### src/include/uart_flag_pkg.sv
// Purpose: shared constants and types of the serial status flag block
// Assumes: avalon-mm register slave, 32-bit data, word addressed by byte address
// Notes: offsets are byte addresses of aligned words
package uart_flag_pkg;
  localparam int ADDR_W = 5;
  localparam int DATA_W = 32;
  localparam int BYTE_W = 8;
  // register byte offsets
  localparam logic [ADDR_W-1:0] OFS_STATUS = 5'h00;
  localparam logic [ADDR_W-1:0] OFS_RXDATA = 5'h04;
  localparam logic [ADDR_W-1:0] OFS_TXDATA = 5'h08;
  localparam logic [ADDR_W-1:0] OFS_IRQ_ST = 5'h0c;
  localparam logic [ADDR_W-1:0] OFS_IRQ_MASK = 5'h10;
  // status bit positions
  localparam int BIT_PERR = 0;
  localparam int BIT_FERR = 1;
  localparam int BIT_OVERRUN_ERROR_FLAG = 2;
  localparam int BIT_RX_BUFFER_FULL_FLAG = 3;
  localparam int BIT_TX_BUFFER_FULL_FLAG = 4;
  localparam int BIT_TX_BUSY_FLAG = 5;
  localparam int RX_FLAGS = 4;
  // interrupt status / mask bit positions (same layout in both registers)
  localparam int IRQ_RX = 0;
  localparam int IRQ_TX = 1;
  localparam int IRQ_N = 2;
  // reset values
  localparam logic [BYTE_W-1:0] RST_BYTE = 8'h00;
  localparam logic [IRQ_N-1:0] RST_MASK = 2'h0;
  localparam logic [DATA_W-1:0] UNMAPPED_RD = 32'h0000_0000;
  // bus answer state
  typedef enum logic [1:0] {
    BUS_IDLE = 2'b00,
    BUS_ACK = 2'b01
  } bus_st_t;
endpackage

### src/include/rx_event_if.sv
// Purpose: carries completed-frame events from the frame checker to the flag logic
// Assumes: single clock domain
// Notes: done is a one-cycle pulse
`timescale 1ns/100ps
interface rx_event_if;
  logic done;
  logic [7:0] data;
  logic perr;
  logic ferr;
  modport src (output done, output data, output perr, output ferr);
  modport dst (input done, input data, input perr, input ferr);
endinterface

### src/design/rx_frame_check.sv
// Purpose: judges a completed receive frame for parity and stop-bit errors
// Assumes: datapath presents data, parity and stop sample with the done pulse
// Notes: combinational; the flag logic registers everything it keeps
`timescale 1ns/100ps
module rx_frame_check (
  // frame from the shift datapath
  input wire logic frame_done,
  input wire logic [7:0] frame_data,
  input wire logic parity_bit,
  input wire logic parity_en,
  input wire logic parity_odd,
  input wire logic stop_sample,
  // judged event
  rx_event_if.src ev
);
  logic calc_par;
  always_comb begin
    calc_par = (^frame_data) ^ parity_odd;
    ev.done = frame_done;
    ev.data = frame_data;
    ev.perr = parity_en & (calc_par != parity_bit);
    ev.ferr = ~stop_sample;
  end
endmodule // rx_frame_check

### src/design/rx_byte_reg.sv
// Purpose: one-byte receive data holding register with registered read data
// Assumes: load and read never need the same cycle ordering beyond write-first
// Notes: small memory of its own
`timescale 1ns/100ps
module rx_byte_reg #(
  parameter int W = 8
) (
  // clock and reset
  input wire logic clk_sys,
  input wire logic sys_rst,
  // write side
  input wire logic wr_en,
  input wire logic [W-1:0] wr_data,
  // read side
  output logic [W-1:0] rd_data
);
  always_ff @(posedge clk_sys or posedge sys_rst) begin
    if (sys_rst) begin
      rd_data <= '0;
    end else if (wr_en) begin
      rd_data <= wr_data;
    end
  end
endmodule // rx_byte_reg

### src/design/uart_status_flag_logic.sv
// Purpose: status flags, interrupt requests and register slave of the serial port
// Assumes: avalon-mm master per standard; datapath pulses are single-cycle
// Notes: receive flags clear by a status read then a receive data read
`timescale 1ns/100ps
// Function
// - parity mismatch sets parity error flag and raises receive interrupt.
// - data read that clears a parity error returns undefined value.
// - stop bit sampled as zero sets framing error and receive interrupt.
// - frame finishing while buffer unread sets overrun, interrupts, keeps old byte.
// - while overrun set, later frames are discarded with no receive interrupt.
// - discarded frames never touch parity or framing error flags.
// - loading a byte into the receive buffer sets buffer-full flag.
// - data read clears a receive flag only if last status read showed it.
// - flag set after status read survives the next data read.
// - transmit end with empty buffer clears transmit busy flag.
// - restart after buffer write sets transmit busy and transmit interrupt.
// - buffered byte entering shifter clears buffer-full and raises transmit interrupt.
// - software write of transmit buffer sets transmit buffer-full flag.
module uart_status_flag_logic
  import uart_flag_pkg::*;
(
  // clock and reset
  input wire logic clk_sys,
  input wire logic sys_rst,
  // avalon-mm slave
  input wire logic [uart_flag_pkg::ADDR_W-1:0] avs_address,
  input wire logic avs_read,
  input wire logic avs_write,
  input wire logic [uart_flag_pkg::DATA_W-1:0] avs_writedata,
  input wire logic [3:0] avs_byteenable,
  output logic [uart_flag_pkg::DATA_W-1:0] avs_readdata,
  output logic avs_waitrequest,
  // receive datapath
  input wire logic rx_frame_done,
  input wire logic [7:0] rx_frame_data,
  input wire logic rx_parity_bit,
  input wire logic rx_parity_en,
  input wire logic rx_parity_odd,
  input wire logic rx_stop_sample,
  // transmit datapath
  input wire logic tx_shift_idle,
  input wire logic tx_done,
  output logic tx_start,
  output logic [7:0] tx_data_out,
  // interrupt requests
  output logic rx_interrupt_request,
  output logic tx_interrupt_request,
  output logic irq
);
  import uart_flag_pkg::*;

  // ************************************************************
  // state
  // ************************************************************
  typedef struct packed {
    bus_st_t bus;
    logic [DATA_W-1:0] rdata;
    logic perr;
    logic ferr;
    logic overrun_error_flag;
    logic rx_buffer_full_flag;
    logic [RX_FLAGS-1:0] snap;
    logic tx_buffer_full_flag;
    logic tx_busy_flag;
    logic [BYTE_W-1:0] tbuf;
    logic [BYTE_W-1:0] tshift;
    logic start;
    logic rx_irq;
    logic tx_irq;
    logic [IRQ_N-1:0] ist;
    logic [IRQ_N-1:0] imask;
  } state_t;

  state_t st_ff;
  state_t nxt_st;

  rx_event_if ev ();
  logic [BYTE_W-1:0] rx_buf;
  logic rx_load;
  logic sel_stat;
  logic sel_rx;
  logic sel_tx;
  logic sel_ist;
  logic sel_msk;
  logic [DATA_W-1:0] stat_word;
  logic rx_kept;

  rx_frame_check u_check (
    .frame_done(rx_frame_done),
    .frame_data(rx_frame_data),
    .parity_bit(rx_parity_bit),
    .parity_en(rx_parity_en),
    .parity_odd(rx_parity_odd),
    .stop_sample(rx_stop_sample),
    .ev(ev)
  );

  rx_byte_reg #(.W(BYTE_W)) u_rxbuf (
    .clk_sys(clk_sys),
    .sys_rst(sys_rst),
    .wr_en(rx_load),
    .wr_data(ev.data),
    .rd_data(rx_buf)
  );

  // ************************************************************
  // address decode
  // ************************************************************
  always_comb begin
    sel_stat = 1'b0;
    sel_rx = 1'b0;
    sel_tx = 1'b0;
    sel_ist = 1'b0;
    sel_msk = 1'b0;
    if (avs_address == OFS_STATUS) begin
      sel_stat = 1'b1;
    end else if (avs_address == OFS_RXDATA) begin
      sel_rx = 1'b1;
    end else if (avs_address == OFS_TXDATA) begin
      sel_tx = 1'b1;
    end else if (avs_address == OFS_IRQ_ST) begin
      sel_ist = 1'b1;
    end else if (avs_address == OFS_IRQ_MASK) begin
      sel_msk = 1'b1;
    end
  end

  always_comb begin
    stat_word = '0;
    stat_word[BIT_PERR] = st_ff.perr;
    stat_word[BIT_FERR] = st_ff.ferr;
    stat_word[BIT_OVERRUN_ERROR_FLAG] = st_ff.overrun_error_flag;
    stat_word[BIT_RX_BUFFER_FULL_FLAG] = st_ff.rx_buffer_full_flag;
    stat_word[BIT_TX_BUFFER_FULL_FLAG] = st_ff.tx_buffer_full_flag;
    stat_word[BIT_TX_BUSY_FLAG] = st_ff.tx_busy_flag;
  end

  // byte is accepted only with no overrun pending and buffer empty
  assign rx_kept = ev.done && !st_ff.rx_buffer_full_flag && !st_ff.overrun_error_flag;
  assign rx_load = rx_kept;

  // ************************************************************
  // next state
  // ************************************************************
  always_comb begin
    logic bus_go;
    logic rd_stat;
    logic rd_rx;
    logic wr_tx;
    logic rx_ev;
    logic tx_ev;
    logic load_tx;
    bus_go = 1'b0;
    rd_stat = 1'b0;
    rd_rx = 1'b0;
    wr_tx = 1'b0;
    rx_ev = 1'b0;
    tx_ev = 1'b0;
    load_tx = 1'b0;
    nxt_st = st_ff;
    nxt_st.start = 1'b0;

    // one wait cycle per access; answer given in BUS_ACK
    case (st_ff.bus)
      BUS_IDLE: begin
        if (avs_read || avs_write) begin
          nxt_st.bus = BUS_ACK;
        end
      end
      default: begin
        bus_go = 1'b1;
        nxt_st.bus = BUS_IDLE;
      end
    endcase
    rd_stat = bus_go && avs_read && sel_stat;
    rd_rx = bus_go && avs_read && sel_rx;
    wr_tx = bus_go && avs_write && sel_tx && avs_byteenable[0];

    if (st_ff.bus == BUS_IDLE && avs_read) begin
      if (sel_stat) begin
        nxt_st.rdata = stat_word;
      end else if (sel_rx) begin
        // a parity-error byte reads as whatever the buffer holds: undefined
        nxt_st.rdata = {24'h000000, rx_buf};
      end else if (sel_ist) begin
        nxt_st.rdata = {30'h00000000, st_ff.ist};
      end else if (sel_msk) begin
        nxt_st.rdata = {30'h00000000, st_ff.imask};
      end else begin
        nxt_st.rdata = UNMAPPED_RD;
      end
    end

    // clears first so that same-cycle sets below win
    if (rd_rx) begin
      if (st_ff.snap[BIT_PERR]) nxt_st.perr = 1'b0;
      if (st_ff.snap[BIT_FERR]) nxt_st.ferr = 1'b0;
      if (st_ff.snap[BIT_OVERRUN_ERROR_FLAG]) nxt_st.overrun_error_flag = 1'b0;
      if (st_ff.snap[BIT_RX_BUFFER_FULL_FLAG]) nxt_st.rx_buffer_full_flag = 1'b0;
      nxt_st.snap = '0;
    end
    // snapshot what the read returned, not the live flags, so an unseen flag survives
    if (rd_stat) begin
      nxt_st.snap = {st_ff.rdata[BIT_RX_BUFFER_FULL_FLAG], st_ff.rdata[BIT_OVERRUN_ERROR_FLAG],
                     st_ff.rdata[BIT_FERR], st_ff.rdata[BIT_PERR]};
    end

    // receive events
    if (ev.done) begin
      if (rx_kept) begin
        nxt_st.rx_buffer_full_flag = 1'b1;
        nxt_st.perr = ev.perr;
        nxt_st.ferr = ev.ferr;
        rx_ev = 1'b1;
      end else begin
        // set wins over a clearing data read in the same cycle
        nxt_st.overrun_error_flag = 1'b1;
        rx_ev = !st_ff.overrun_error_flag;
      end
      // further frames during overrun: dropped, no interrupt, no error update
    end

    // transmit side
    if (wr_tx) begin
      nxt_st.tbuf = avs_writedata[7:0];
      nxt_st.tx_buffer_full_flag = 1'b1;
    end
    load_tx = st_ff.tx_buffer_full_flag && tx_shift_idle && !st_ff.start;
    if (load_tx) begin
      nxt_st.tshift = st_ff.tbuf;
      nxt_st.start = 1'b1;
      if (!wr_tx) nxt_st.tx_buffer_full_flag = 1'b0;
      nxt_st.tx_busy_flag = 1'b1;
      tx_ev = 1'b1;
    end else if (tx_done && !st_ff.tx_buffer_full_flag && !wr_tx) begin
      nxt_st.tx_busy_flag = 1'b0;
    end

    nxt_st.rx_irq = rx_ev;
    nxt_st.tx_irq = tx_ev;

    // sticky interrupt status, write one to clear; set wins
    if (bus_go && avs_write && sel_ist && avs_byteenable[0]) begin
      nxt_st.ist = st_ff.ist & ~avs_writedata[IRQ_N-1:0];
    end
    if (bus_go && avs_write && sel_msk && avs_byteenable[0]) begin
      nxt_st.imask = avs_writedata[IRQ_N-1:0];
    end
    if (rx_ev) nxt_st.ist[IRQ_RX] = 1'b1;
    if (tx_ev) nxt_st.ist[IRQ_TX] = 1'b1;
  end

  // ************************************************************
  // registers
  // ************************************************************
  always_ff @(posedge clk_sys or posedge sys_rst) begin
    if (sys_rst) begin
      st_ff <= '{bus: BUS_IDLE, imask: RST_MASK, tbuf: RST_BYTE, tshift: RST_BYTE,
                 default: '0};
    end else begin
      st_ff <= nxt_st;
    end
  end

  // ************************************************************
  // outputs
  // ************************************************************
  assign avs_waitrequest = (avs_read || avs_write) && (st_ff.bus == BUS_IDLE);
  assign avs_readdata = st_ff.rdata;
  assign tx_start = st_ff.start;
  assign tx_data_out = st_ff.tshift;
  assign rx_interrupt_request = st_ff.rx_irq;
  assign tx_interrupt_request = st_ff.tx_irq;
  assign irq = |(st_ff.ist & st_ff.imask);
endmodule // uart_status_flag_logic

### config.mk
export PLATFORM = sky130hd
export DESIGN_NAME = uart_status_flag_logic
export DESIGN_NICKNAME = d
export VERILOG_FILES = /design/src/include/uart_flag_pkg.sv /design/src/include/rx_event_if.sv /design/src/design/rx_frame_check.sv /design/src/design/rx_byte_reg.sv /design/src/design/uart_status_flag_logic.sv
export SDC_FILE = /design/constraint.sdc
export NUM_CORES = 1
export LEC_CHECK = 0
export ABC_AREA = 1
export BUFFER_PORTS_ARGS = -buffer_cell sky130_fd_sc_hd__buf_2
export CORE_MARGIN = 2
export CORE_UTILIZATION = 44
export DETAILED_ROUTE_END_ITERATION = 8
export GPL_TIMING_DRIVEN = 0
export PLACE_DENSITY_LB_ADDON = 0.15
export SYNTH_ARGS = -nofsm -noshare
export SYNTH_HDL_FRONTEND = slang
export SYNTH_SLANG_ARGS = --single-unit
export TNS_END_PERCENT = 50
### constraint.sdc
create_clock -name clk_sys -period 1.45 [get_ports clk_sys]
set_input_delay 0.2175 -clock clk_sys [delete_from_list [all_inputs] [get_ports clk_sys]]
set_output_delay 0.2175 -clock clk_sys [all_outputs]
set_load 0.01 [all_outputs]
### After elaboration in Yosys (flattened, before gate mapping)

Index checks and enable logic that the tools add are counted.

| cells by class | value |
|---|---|
| add/sub/neg operators | 0 |
| multipliers | 0 |
| divide/modulo/power cells | 0 |
| magnitude comparators | 0 |
| equality and inequality tests | 6 |
| shift-type cells | 0 |
| mux-type cells | 44 |
| bitwise operators | 6 |
| reductions and logical operators | 32 |

Operators by type and width:

| cell | count |
|---|---|
| 2-to-1 mux 1 bit | 33 |
| 2-to-1 mux 8 bit | 3 |
| logical AND 1 bit | 18 |
| 2-to-1 mux 2 bit | 6 |
| equality test 5 x 4 -> 1 bit, second input constant | 2 |
| 2-to-1 mux 4 bit | 2 |
| nonzero test 2 bit | 4 |
| XOR reduction 8 bit | 1 |
| equality test 5 x 3 -> 1 bit, second input constant | 1 |
| equality test 5 bit, second input constant | 1 |
| zero test 1 bit | 5 |
| zero test 5 bit | 1 |
| AND 2 bit | 2 |
| zero test 2 bit | 1 |
| inequality test 2 bit, second input constant | 1 |
| NOT 2 bit | 1 |
| OR reduction 2 bit | 1 |
| AND 1 bit | 1 |
| logical OR 1 bit | 1 |
| inequality test 1 bit | 1 |
| NOT 1 bit | 1 |
| bitwise XOR 1 bit | 1 |

| word-level totals | value |
|---|---|
| register bits after elaboration | 75 |
| bits in latches | 0 |
| RAM bits | 0 |
| bits in read-only memories | 0 |
| input bits | 60 |
| output and inout port bits | 45 |
| word-level logic and storage cells | 106 |
| memories kept | 0 |

### Depth between registers and ports, before layout

Gate-level depths: netlist (run 1).

| depth | value |
|---|---|
| depth in word-level cells | 10 |
| depth in mapped cells | 11 |
| depth with buffers taken out | 11 |

### Modules after synthesis

A second synthesis (run 1) with hierarchy kept.

| second synthesis, totals | value |
|---|---|
| cells, all modules | 333 |
| area total of the unflattened synthesis | 2722.6 um^2 |

Modules (own cells, without submodules):

| module | times used | cells each | area each (um^2) | sequential area each (um^2) |
|---|---|---|---|---|
| uart_status_flag_logic | 1 | 256 | 2183.3 | 1026.0 |
| rx_byte_reg | 1 | 35 | 309.0 | 200.2 |
| rx_frame_check | 1 | 42 | 230.2 | 0.0 |

### Worst setup path after synthesis (run 1)

No wires, ideal clock.

| timing path | value |
|---|---|
| kind | register to register |
| start point | reg st_ff[65] (netlist bit) |
| end point | reg st_ff[15] (netlist bit) |
| library setup time | 0.118 ns |
| arrival time | 1.059 ns |
| required time | 1.332 ns |
| path slack | 0.273 ns |
| stages on the path, launching flop included | 7 |
| buffers on the path | 1 |
| period minus slack after synthesis | 1.177 ns |
| path through | dfrtp_1 nand2_2 nor3_2 nand4_4 buf_6 nand2_2 o21ai_2 |

| between the ends | value |
|---|---|
| longest elaborated chain between the ends | 5 |

RTL lines:

| element | RTL line | text |
|---|---|---|
| start: declaration | uart_status_flag_logic.sv:74 | `state_t st_ff;` |
| start signal: assignment | uart_status_flag_logic.sv:258 | `st_ff <= '{bus: BUS_IDLE, imask: RST_MASK, tbuf: RST_BYTE, tshift: RST_BYTE,` |
| start signal: assignment | uart_status_flag_logic.sv:261 | `st_ff <= nxt_st;` |
| zero test 2 bit | uart_status_flag_logic.sv:164 | `case (st_ff.bus)` |
| 2-to-1 mux 1 bit | uart_status_flag_logic.sv:164 |  |
| logical AND 1 bit (3 in series) | uart_status_flag_logic.sv:177 | `wr_tx = bus_go && avs_write && sel_tx && avs_byteenable[0];` |

No other way between the ends.
A chain may end at the register's enable or synchronous reset.

### Final worst setup path (run 1)

Ends and elaborated chain as after synthesis.

==> results of run 1 <==
==> metrics by stage <==
stage / total power [uW] / util [%] / cell area (sq um)
2_1_floorplan: 2290 / - / 2690
3_3_place_gp: 2520 / 52.5 / 3050
3_5_place_dp: 2550 / 52.8 / 3070
4_1_cts: 3350 / 54.5 / 3170
5_1_grt: 3550 / 54.6 / 3180
6_report: 3310 / 54.6 / 3180
==> cell type report <==
type / instances / area share (%)
plain buffers: 44 / 10.5
clock buffers: 6 / 2.60
clock inverters: 1 / 0.236
inverters: 37 / 4.37
multi-input cells: 209 / 31.4
flip-flops and latches: 49 / 38.6
well taps: 75 / 2.96
repair buffers: 55 / 9.30
==> worst max-delay path by stage <==
stage,startpoint,to,slack [ps],cells after the start
after detailed placement,st_ff[65],avs_readdata[3],70,4
after global placement,sys_rst,st_ff[65],-530,2
after floorplan,sys_rst,avs_readdata[0],60,1
after global routing,st_ff[65],st_ff[15],-10,6
final,st_ff[65],st_ff[15],90,6
after CTS,st_ff[65],avs_readdata[3],70,4
==> logic make-up (layout without fill, tap and decap cells) <==
family,after synthesis,count (layout),synth area share [%]
and+or+nand+nor,139,139,23.6
buffers and inverters,81,143,18.2
xor gates and xnor gates,2,2,0.673
AOI/OAI and AO/OA,44,44,10.3
DFF,49,49,47.1
other,1,24,0.144
==> repair_timing <==
action | in CTS | in global routing
gates resized for setup | 0 | 1
endpoints found under the setup margin | 0 | 4
hold buffers | 1 | 0
endpoints found under the hold margin | 8 | 0
==> report_power, final <==
part	switching [uW]	leakage [uW]	internal, uW
logic	404	0.00115	380
registers	136	0.000630	1590
clock network	419	0.0000433	377
total	959	0.00183	2350
==> layer usage <==
layer	up-vias	share of wire [%]	global-route usage [%]
met1	872	46	18.5
met4	0	1.5	5.59
li1	1089	-	-
met5	-	0	0
met2	54	48	26.8
met3	4	5.3	2.89
==> registers in the layout (all words and copies together) (netlist names) <==
| register | flops |
|---|---|
| avs_readdata | 8 |
| rx_interrupt_request | 1 |
| st_ff | 23 |
| tx_data_out | 8 |
| tx_interrupt_request | 1 |
| u_rxbuf.rd_data | 8 |
==> placed cells by master (no fill, tap or decap), drive strengths merged <==
master and n:
a22o 1, a21oi 9, clkbuf 6, nor3 1
conb 24, nor2 19, dfrtp 49, inv 36
xnor2 1, nand3 16, clkinv 1, nand4 2
o21ai 32, xor2 1, o211ai 2, nand2 101
clkinvlp 1, dlygate4sd3 1, buf 98
==> impl_metrics.yaml, run 1 <==
global_route:
  grt_overflow_total: 0
  antenna_found_initial: 0
  grt.total_usage_pct: 15.2
  grt_max_degree: 42
  first_global_vias: 1849
  grt_pass1_wl_microns: 7690
sta:
  period_share_pct: 93.8
  tns_ps: 0
  hold_ws_ps: 102
  maxSlewViolCount: 0
  setup_viol: 0
  finClkSkew_ps: 5.74
  min_period_ps: 1360
  grt_setup_unrepaired: "true"
  hold_viol_final: 0
  fmax_mhz: 735
  fin_ws_ps: 89.8
yosys:
  synth.yosys.warnings: 0
  yosysMostFrequentCell: "nand2_1"
  ys_types: 27
  synth_edf_count: 0
  synthTopCellsByCount: "98 x nand2_1, 49 x dfrtp_1, 41 x buf_4"
  synth_area_leaders: "dfrtp_1 47%, nand2_1 14%, buf_4 12%"
  synth_ff_type: "dfrtp_1"
  synth.avg_cell_area_sq_um: 8.24
  netlist_instances: 316
  yosysSeqAreaShare_pct: 47.1
  yosysTopAreaCellShare_pct: 47.1
  synthesis.area_sq_um: 2600
  async_flop_share_pct: 100
  synth.largest_area_cell: "dfrtp_1"
  ys_ff_latch: 49
final_layout:
  seqCellArea_sq_um: 1230
  syn2layout_area_growth_pct: 21.9
  drive_gt1_share_pct: 31.9
  final_nets: 461
  fin_cells: 476
  fillers: 577
  n_antenna_cell: 0
  multi_input_area_sq_um: 997
floorplanning:
  rows: 28
  die_y_microns: 80.9
  die_w_microns: 80.9
  pin_count: 105
  core-area_sq_um: 5820
  fp.dieArea_sq_um: 6550
  start_util_pct: 44.8
route:
  remaining_drc_errors: 0
  vias: 2019
  avgViaCountPerCell: 4.24
  postRouteAntennaNets: 0
  drtIter0Drc: 115
  wirelength_microns: 4550
  wl_per_cell_microns: 9.55
  drt_first_pass_iters: 4
run:
  drv_cap: 0
place:
  dp_cells: 468
  pre_cts_slack_ps: 68.3
  gp_congestion: 0.733
  hpwl_microns: 3600
  port_buffers: 53
critical_path:
  cp_data_arrival_time_ps: 1550
  r2r_slack_ps: 90
  cpMostUsedCell: "nand2_2"
  slowest_delay_ps: 460
  start_kind: "flip-flop"
  cp_slowest_cell: "dfrtp_1"
  reg2reg_to: "st_ff[15]"
  critical-path-top-delay-family: "simple AND/OR/NAND/NOR gates"
  cp_cell_sequence: "nand2_2 -> nor3_2 -> nand4_4 -> buf_6 -> nand2_2 -> o21ai_2"
  rr_worst_depth: 6
  critPathMaxFanout: 10
  rr_startpoint: "st_ff[65]"
  endpoint_kind: "flip-flop"
  path_class: "flip-flop to flip-flop"
  cp.buffers_inverters: 1
  critPathRequiredTime_ps: 1640
clock_network:
  cts_setup_buffers: 0
  clk_latency_ps: 300
  clk_path_buf_depth: 2
  htreeDepth: 2
  cts_tree: "done"
  root_buffer: "clkbuf_8"
  cts.reportedPaths.clkPinSlew_ps: 80
  cts_num_sinks: 49
  cts_made_buffers: 5
hold_path:
  min_path_type: "input port to flip-flop"
  min_path_cells: 2
  hp-start: "rx_stop_sample"
  hold_end: "st_ff[31]"
pwr:
  ir_drop_uv: 447
  power.density_nw_per_um2: 1040
  power.leakage_uw: 0.00183
status:
  status: "complete, no violations"
Note: power is estimated with default switching activity, not from simulation.
==> inputs of run 2 (changes only) <==
- CORE_UTILIZATION: 44 -> 48
- clock period: 1.45 -> 1.3 ns (I/O delays scaled with it)
==> run 2 against run 1 <==
Net effect: clock skew barely moved; via count up 4.7%; sequential share of layout area decreased by 0.097 points; sequential power up 12%; total power rose by 12%; non-clock buffer count grew 2; hold slack lost 33 ps; final area is 0.35% higher; worst setup slack worse by 61 ps; first-iteration DRC count is 17% lower; clock power rose by 11%; clock-buffer cell count did not move; highest routed layer unchanged.
==> impl_metrics.yaml, run 2 (synthesis gave the netlist of run 1 again) <==
critical_path:
  critical-path-top-delay-family: "flip-flops"
  slowest_delay_ps: 400
  cp_slowest_cell: "dfrtp_1"
  endpoint_kind: "output port"
  r2r_slack_ps: 60
  path_class: "flip-flop to output port"
  worst-path-stages: 2
  cp.buffers_inverters: 1
  critPathMaxFanout: 3
  start_kind: "flip-flop"
  cp_data_arrival_time_ps: 1080
  cp_cell_sequence: "a22o_1 -> buf_2"
  critPathRequiredTime_ps: 1110
  rr_worst_depth: 6
pwr:
  p_sw_uw: 1120
  power_uw: 3700
  ir_drop_uv: 554
  power.density_nw_per_um2: 1160
  switching_share_pct: 30.3
  power.leakage_uw: 0.00183
  p_clk_share_pct: 24.0
  pwr-share-seq_pct: 52.1
  p_int_uw: 2580
  combPwrFrac_pct: 23.9
clock_network:
  cts.reportedPaths.clkPinSlew_ps: 90
  cts_tree: "done"
  root_buffer: "clkbuf_8"
  cts_num_sinks: 49
  htreeDepth: 2
  clk_path_buf_depth: 2
  clk_latency_ps: 300
  cts_made_buffers: 5
sta:
  min_period_ps: 1270
  hold_viol_final: 0
  maxSlewViolCount: 0
  setup_viol: 0
  grt_setup_unrepaired: "true"
  period_share_pct: 97.8
  slew_headroom_pct: 31.0
  fin_ws_ps: 29.2
  worst_pin_slew_ps: 1030
  hold_ws_ps: 68.9
  fmax_mhz: 787
  finClkSkew_ps: 5.72
final_layout:
  largest_register_ffs: 23
  mostFrequentLayoutCells: "98 x nand2_1, 53 x buf_2, 48 x dfrtp_1, 45 x buf_4, 31 x inv_1"
  drive_gt1_share_pct: 34.2
  syn2layout_area_growth_pct: 22.3
  final_common_cell: "nand2_1"
  regMostFlops: "st_ff"
  final_nets: 463
  fin_area_sq_um: 3190
  fin_cells: 474
  n_antenna_cell: 0
place:
  gp_congestion: 0.807
  dp_cells: 462
  dpl-instance-area_sq_um: 3050
  pre_cts_slack_ps: -156
  hpwl_microns: 3780
  port_buffers: 53
global_route:
  grt_pass1_wl_microns: 8490
  grt-busiest-layer: "met2"
  grt.total_usage_pct: 17.4
  use_met2_pct: 29.1
  met3_usage_pct: 2.91
  grt_overflow_total: 0
  antenna_found_initial: 0
  grtUsageMet1_pct: 23.0
  first_global_vias: 1996
  grt_max_degree: 50
route:
  vias: 2114
  postRouteAntennaNets: 0
  wirelength_microns: 5070
  avgViaCountPerCell: 4.46
  wl_per_cell_microns: 10.7
  drt_first_pass_iters: 4
  remaining_drc_errors: 0
  drtIter0Drc: 96
floorplanning:
  die_y_microns: 77.7
  core-area_sq_um: 5170
  rows: 26
  start_util_pct: 50.4
  pin_count: 105
  die_w_microns: 77.7
  fp.dieArea_sq_um: 6030
status:
  status: "complete, no violations"
run:
  drv_cap: 0
hold_path:
  min_path_type: "input port to flip-flop"
  min_path_cells: 2
## run 2: cell types whose count changed in the layout (fill, tap and decap cells not counted), moves of 2 or more
| cell | delta |
|---|---|
| clkinvlp_4 | +2 |
| inv_1 | -2 |
| buf_4 | +4 |
| nor2_2 | +2 |
| nor2_1 | -2 |
## run 2: path summary, 6_finish.rpt
check,startpoint,end
max,st_ff[1],irq
min,rx_stop_sample,st_ff[31]
max reg2reg,st_ff[65],st_ff[18]
min reg2reg,st_ff[30],rx_interrupt_request
max in group asynchronous,sys_rst,st_ff[65]
min in group asynchronous,sys_rst,u_rxbuf.rd_data[1]
## run 2: metal layers
layer  vias to the layer above  wire length (microns)
met5                         -                      0
met4                         0                     38
met3                         4                    350
met2                        87                   2370
met1                       930                   2310
li1                       1093                      -
## run 2: power groups by stage
| stage | Combinational [uW] | Clock (uW) | Sequential [uW] |
|---|---|---|---|
| floorplan | 639 | 0 | 1920 |
| global placement | 862 | 0 | 1950 |
| detailed placement | 882 | 0 | 1950 |
| CTS | 888 | 913 | 1930 |
| global route | 1000 | 961 | 1960 |
| finish | 886 | 886 | 1930 |
## run 2: cell type report
| cell class | instances | area (sq um) |
|---|---|---|
| fill | 479 | 1990 |
| sequential | 49 | 1230 |
| multi-input combinational | 209 | 1010 |
| buffer | 44 | 335 |
| timing repair buffer | 57 | 295 |
| inverter | 37 | 145 |
| tap | 70 | 87.6 |
| clock buffer | 6 | 72.6 |
| clock inverter | 2 | 15.0 |
## run 2: what timing repair did
item	in CTS	in global routing
setup endpoints to repair	24	27
hold buffers	0	0
pin swaps	3	2
gates resized for setup	4	6
buffers inserted	3	1
## run 2: worst reg2reg max path, stage by stage, from the launching register on
cell     delay (ps)
dfrtp_2         430
nand2_2         100
nor3_4          160
nand4_4         150
buf_4           180
nand2_1          80
o21ai_2          50
## run 2: metrics by stage
stage,setup TNS [ps],utilization [%]
floorplan,0,-
global placement,-426,58.9
detailed placement,-788,58.9
CTS,0,61.3
global route,-36.0,61.6
finish,0,61.6
==> inputs of run 3 (changes only) <==
==> constraint.sdc (replaced) <==
create_clock -name clk_sys -period 1.3 [get_ports clk_sys]
set_input_delay 0.195 -clock clk_sys [delete_from_list [all_inputs] [get_ports clk_sys]]
set_output_delay 0.195 -clock clk_sys [all_outputs]
set_load 0.02 [all_outputs]
==> run 3 against run 2 <==
Net effect: critical path depth unchanged; cell count grew 0.42%; register-to-register slack is essentially flat; utilization increased by 0.41 points; routed wire length rose by 1.1%; total power grew 3.9%; first-iteration DRC count is 17% lower; hold slack lost 4.7 ps; via count shrank 0.14%; clock-buffer cell count unchanged; critical path type unchanged; critical endpoint unchanged.
==> impl_metrics.yaml, run 3 (synthesis gave the netlist of run 1 again) <==
clock_network:
  cts_made_buffers: 5
  clk_path_buf_depth: 2
  clk_latency_ps: 300
  cts_num_sinks: 49
  htreeDepth: 2
  cts.reportedPaths.clkPinSlew_ps: 90
  root_buffer: "clkbuf_8"
  cts_tree: "done"
status:
  status: "complete, no violations"
critical_path:
  endpoint_kind: "output port"
  rr_worst_depth: 6
  start_kind: "flip-flop"
  r2r_slack_ps: 60
  critPathRequiredTime_ps: 1110
  cp_data_arrival_time_ps: 1080
  rr_startpoint: "st_ff[65]"
  critPathMaxFanout: 3
  path_class: "flip-flop to output port"
  reg2reg_to: "st_ff[18]"
route:
  wirelength_microns: 5130
  drtIter0Drc: 80
  wl_per_cell_microns: 10.8
  avgViaCountPerCell: 4.43
  vias: 2111
  postRouteAntennaNets: 0
  remaining_drc_errors: 0
  drt_first_pass_iters: 4
floorplanning:
  pin_count: 105
  core-area_sq_um: 5170
  start_util_pct: 50.4
  fp.dieArea_sq_um: 6030
  die_w_microns: 77.7
  die_y_microns: 77.7
  rows: 26
final_layout:
  n_antenna_cell: 0
  largest_register_ffs: 23
  final_nets: 465
  regMostFlops: "st_ff"
  final_util_pct: 62.0
  syn2layout_area_growth_pct: 23.2
  mostFrequentLayoutCells: "98 x nand2_1, 52 x buf_2, 48 x dfrtp_1, 47 x buf_4, 31 x inv_1"
  fillers: 476
  final_common_cell: "nand2_1"
  drive_gt1_share_pct: 34.5
sta:
  fmax_mhz: 787
  finClkSkew_ps: 5.11
  period_share_pct: 97.8
  hold_ws_ps: 64.2
  hold_viol_final: 0
  slew_headroom_pct: 30.8
  worst_pin_slew_ps: 1040
  tns_ps: 0
  setup_viol: 0
  grt_setup_unrepaired: "true"
  maxSlewViolCount: 0
  min_period_ps: 1270
global_route:
  grt_pass1_wl_microns: 8490
  antenna_found_initial: 0
  grt_overflow_total: 0
  grt.total_usage_pct: 17.4
  first_global_vias: 1996
  grt_max_degree: 50
place:
  port_buffers: 53
  hpwl_microns: 3780
  gp_congestion: 0.807
run:
  drv_cap: 0
pwr:
  power.density_nw_per_um2: 1200
  power.leakage_uw: 0.00184
  ir_drop_uv: 584
  power_uw: 3840
hold_path:
  min_path_type: "input port to flip-flop"
  min_path_cells: 2
  hp-start: "rx_stop_sample"
  hold_end: "st_ff[31]"
## run 3: worst max-delay path: stages, from the launching register on
cell     delay, ps
dfrtp_1        410
a22o_1         230
buf_6          130
## run 3: metrics by stage
| step | area (sq um) | cells | worst slack [ps] |
|---|---|---|---|
| floorplan | 2700 | 339 | 123 |
| finish | 3210 | 476 | 28.7 |
| global route | 3210 | 476 | -11.6 |
| global placement | 3050 | 462 | -151 |
| detailed placement | 3050 | 462 | -156 |
| CTS | 3170 | 473 | -21.2 |
## run 3: layout make-up
class                           count  area [sq um]  area share [%]
Sequential cell                    49          1230            38.3
Multi-Input combinational cell    209          1010            31.4
Buffer                             44           335            10.5
Timing Repair Buffer               59           317            9.87
Inverter                           37           145            4.52
Tap cell                           70          87.6            2.73
Clock buffer                        6          72.6            2.26
Clock inverter                      2          15.0           0.468
## run 3: what timing repair did
item,in CTS,in global routing
endpoints found under the hold margin,0,0
endpoints found under the setup margin,24,27
hold buffers,0,0
gates resized for setup,4,8
buffers inserted,3,3
pin swaps,2,3
## run 3: where the power goes
group          internal, uW  switching [uW]  total, uW
Combinational           439             580       1020
Sequential             1780             150       1930
Clock                   380             518        898
Total                  2600            1250       3840
## run 3: how the worst max path moves through the flow
| stage | from | end | slack (ps) | depth (start not counted) |
|---|---|---|---|---|
| 2_1_floorplan | st_ff[65] | st_ff[15] | 120 | 6 |
| 3_3_place_gp | st_ff[65] | avs_readdata[5] | -150 | 4 |
| 3_5_place_dp | st_ff[65] | avs_readdata[5] | -160 | 4 |
| 4_1_cts | st_ff[3] | irq | -20 | 2 |
| 5_1_grt | st_ff[65] | st_ff[23] | -10 | 7 |
| 6_report | st_ff[3] | irq | 30 | 2 |
## run 3: routing by layer
layer	track usage, %	vias up	part of all wire (%)
met5	0	-	0
met4	5.36	0	1.1
met3	2.91	9	6.4
met2	29.1	81	46
met1	23.0	923	46
li1	-	1098	-
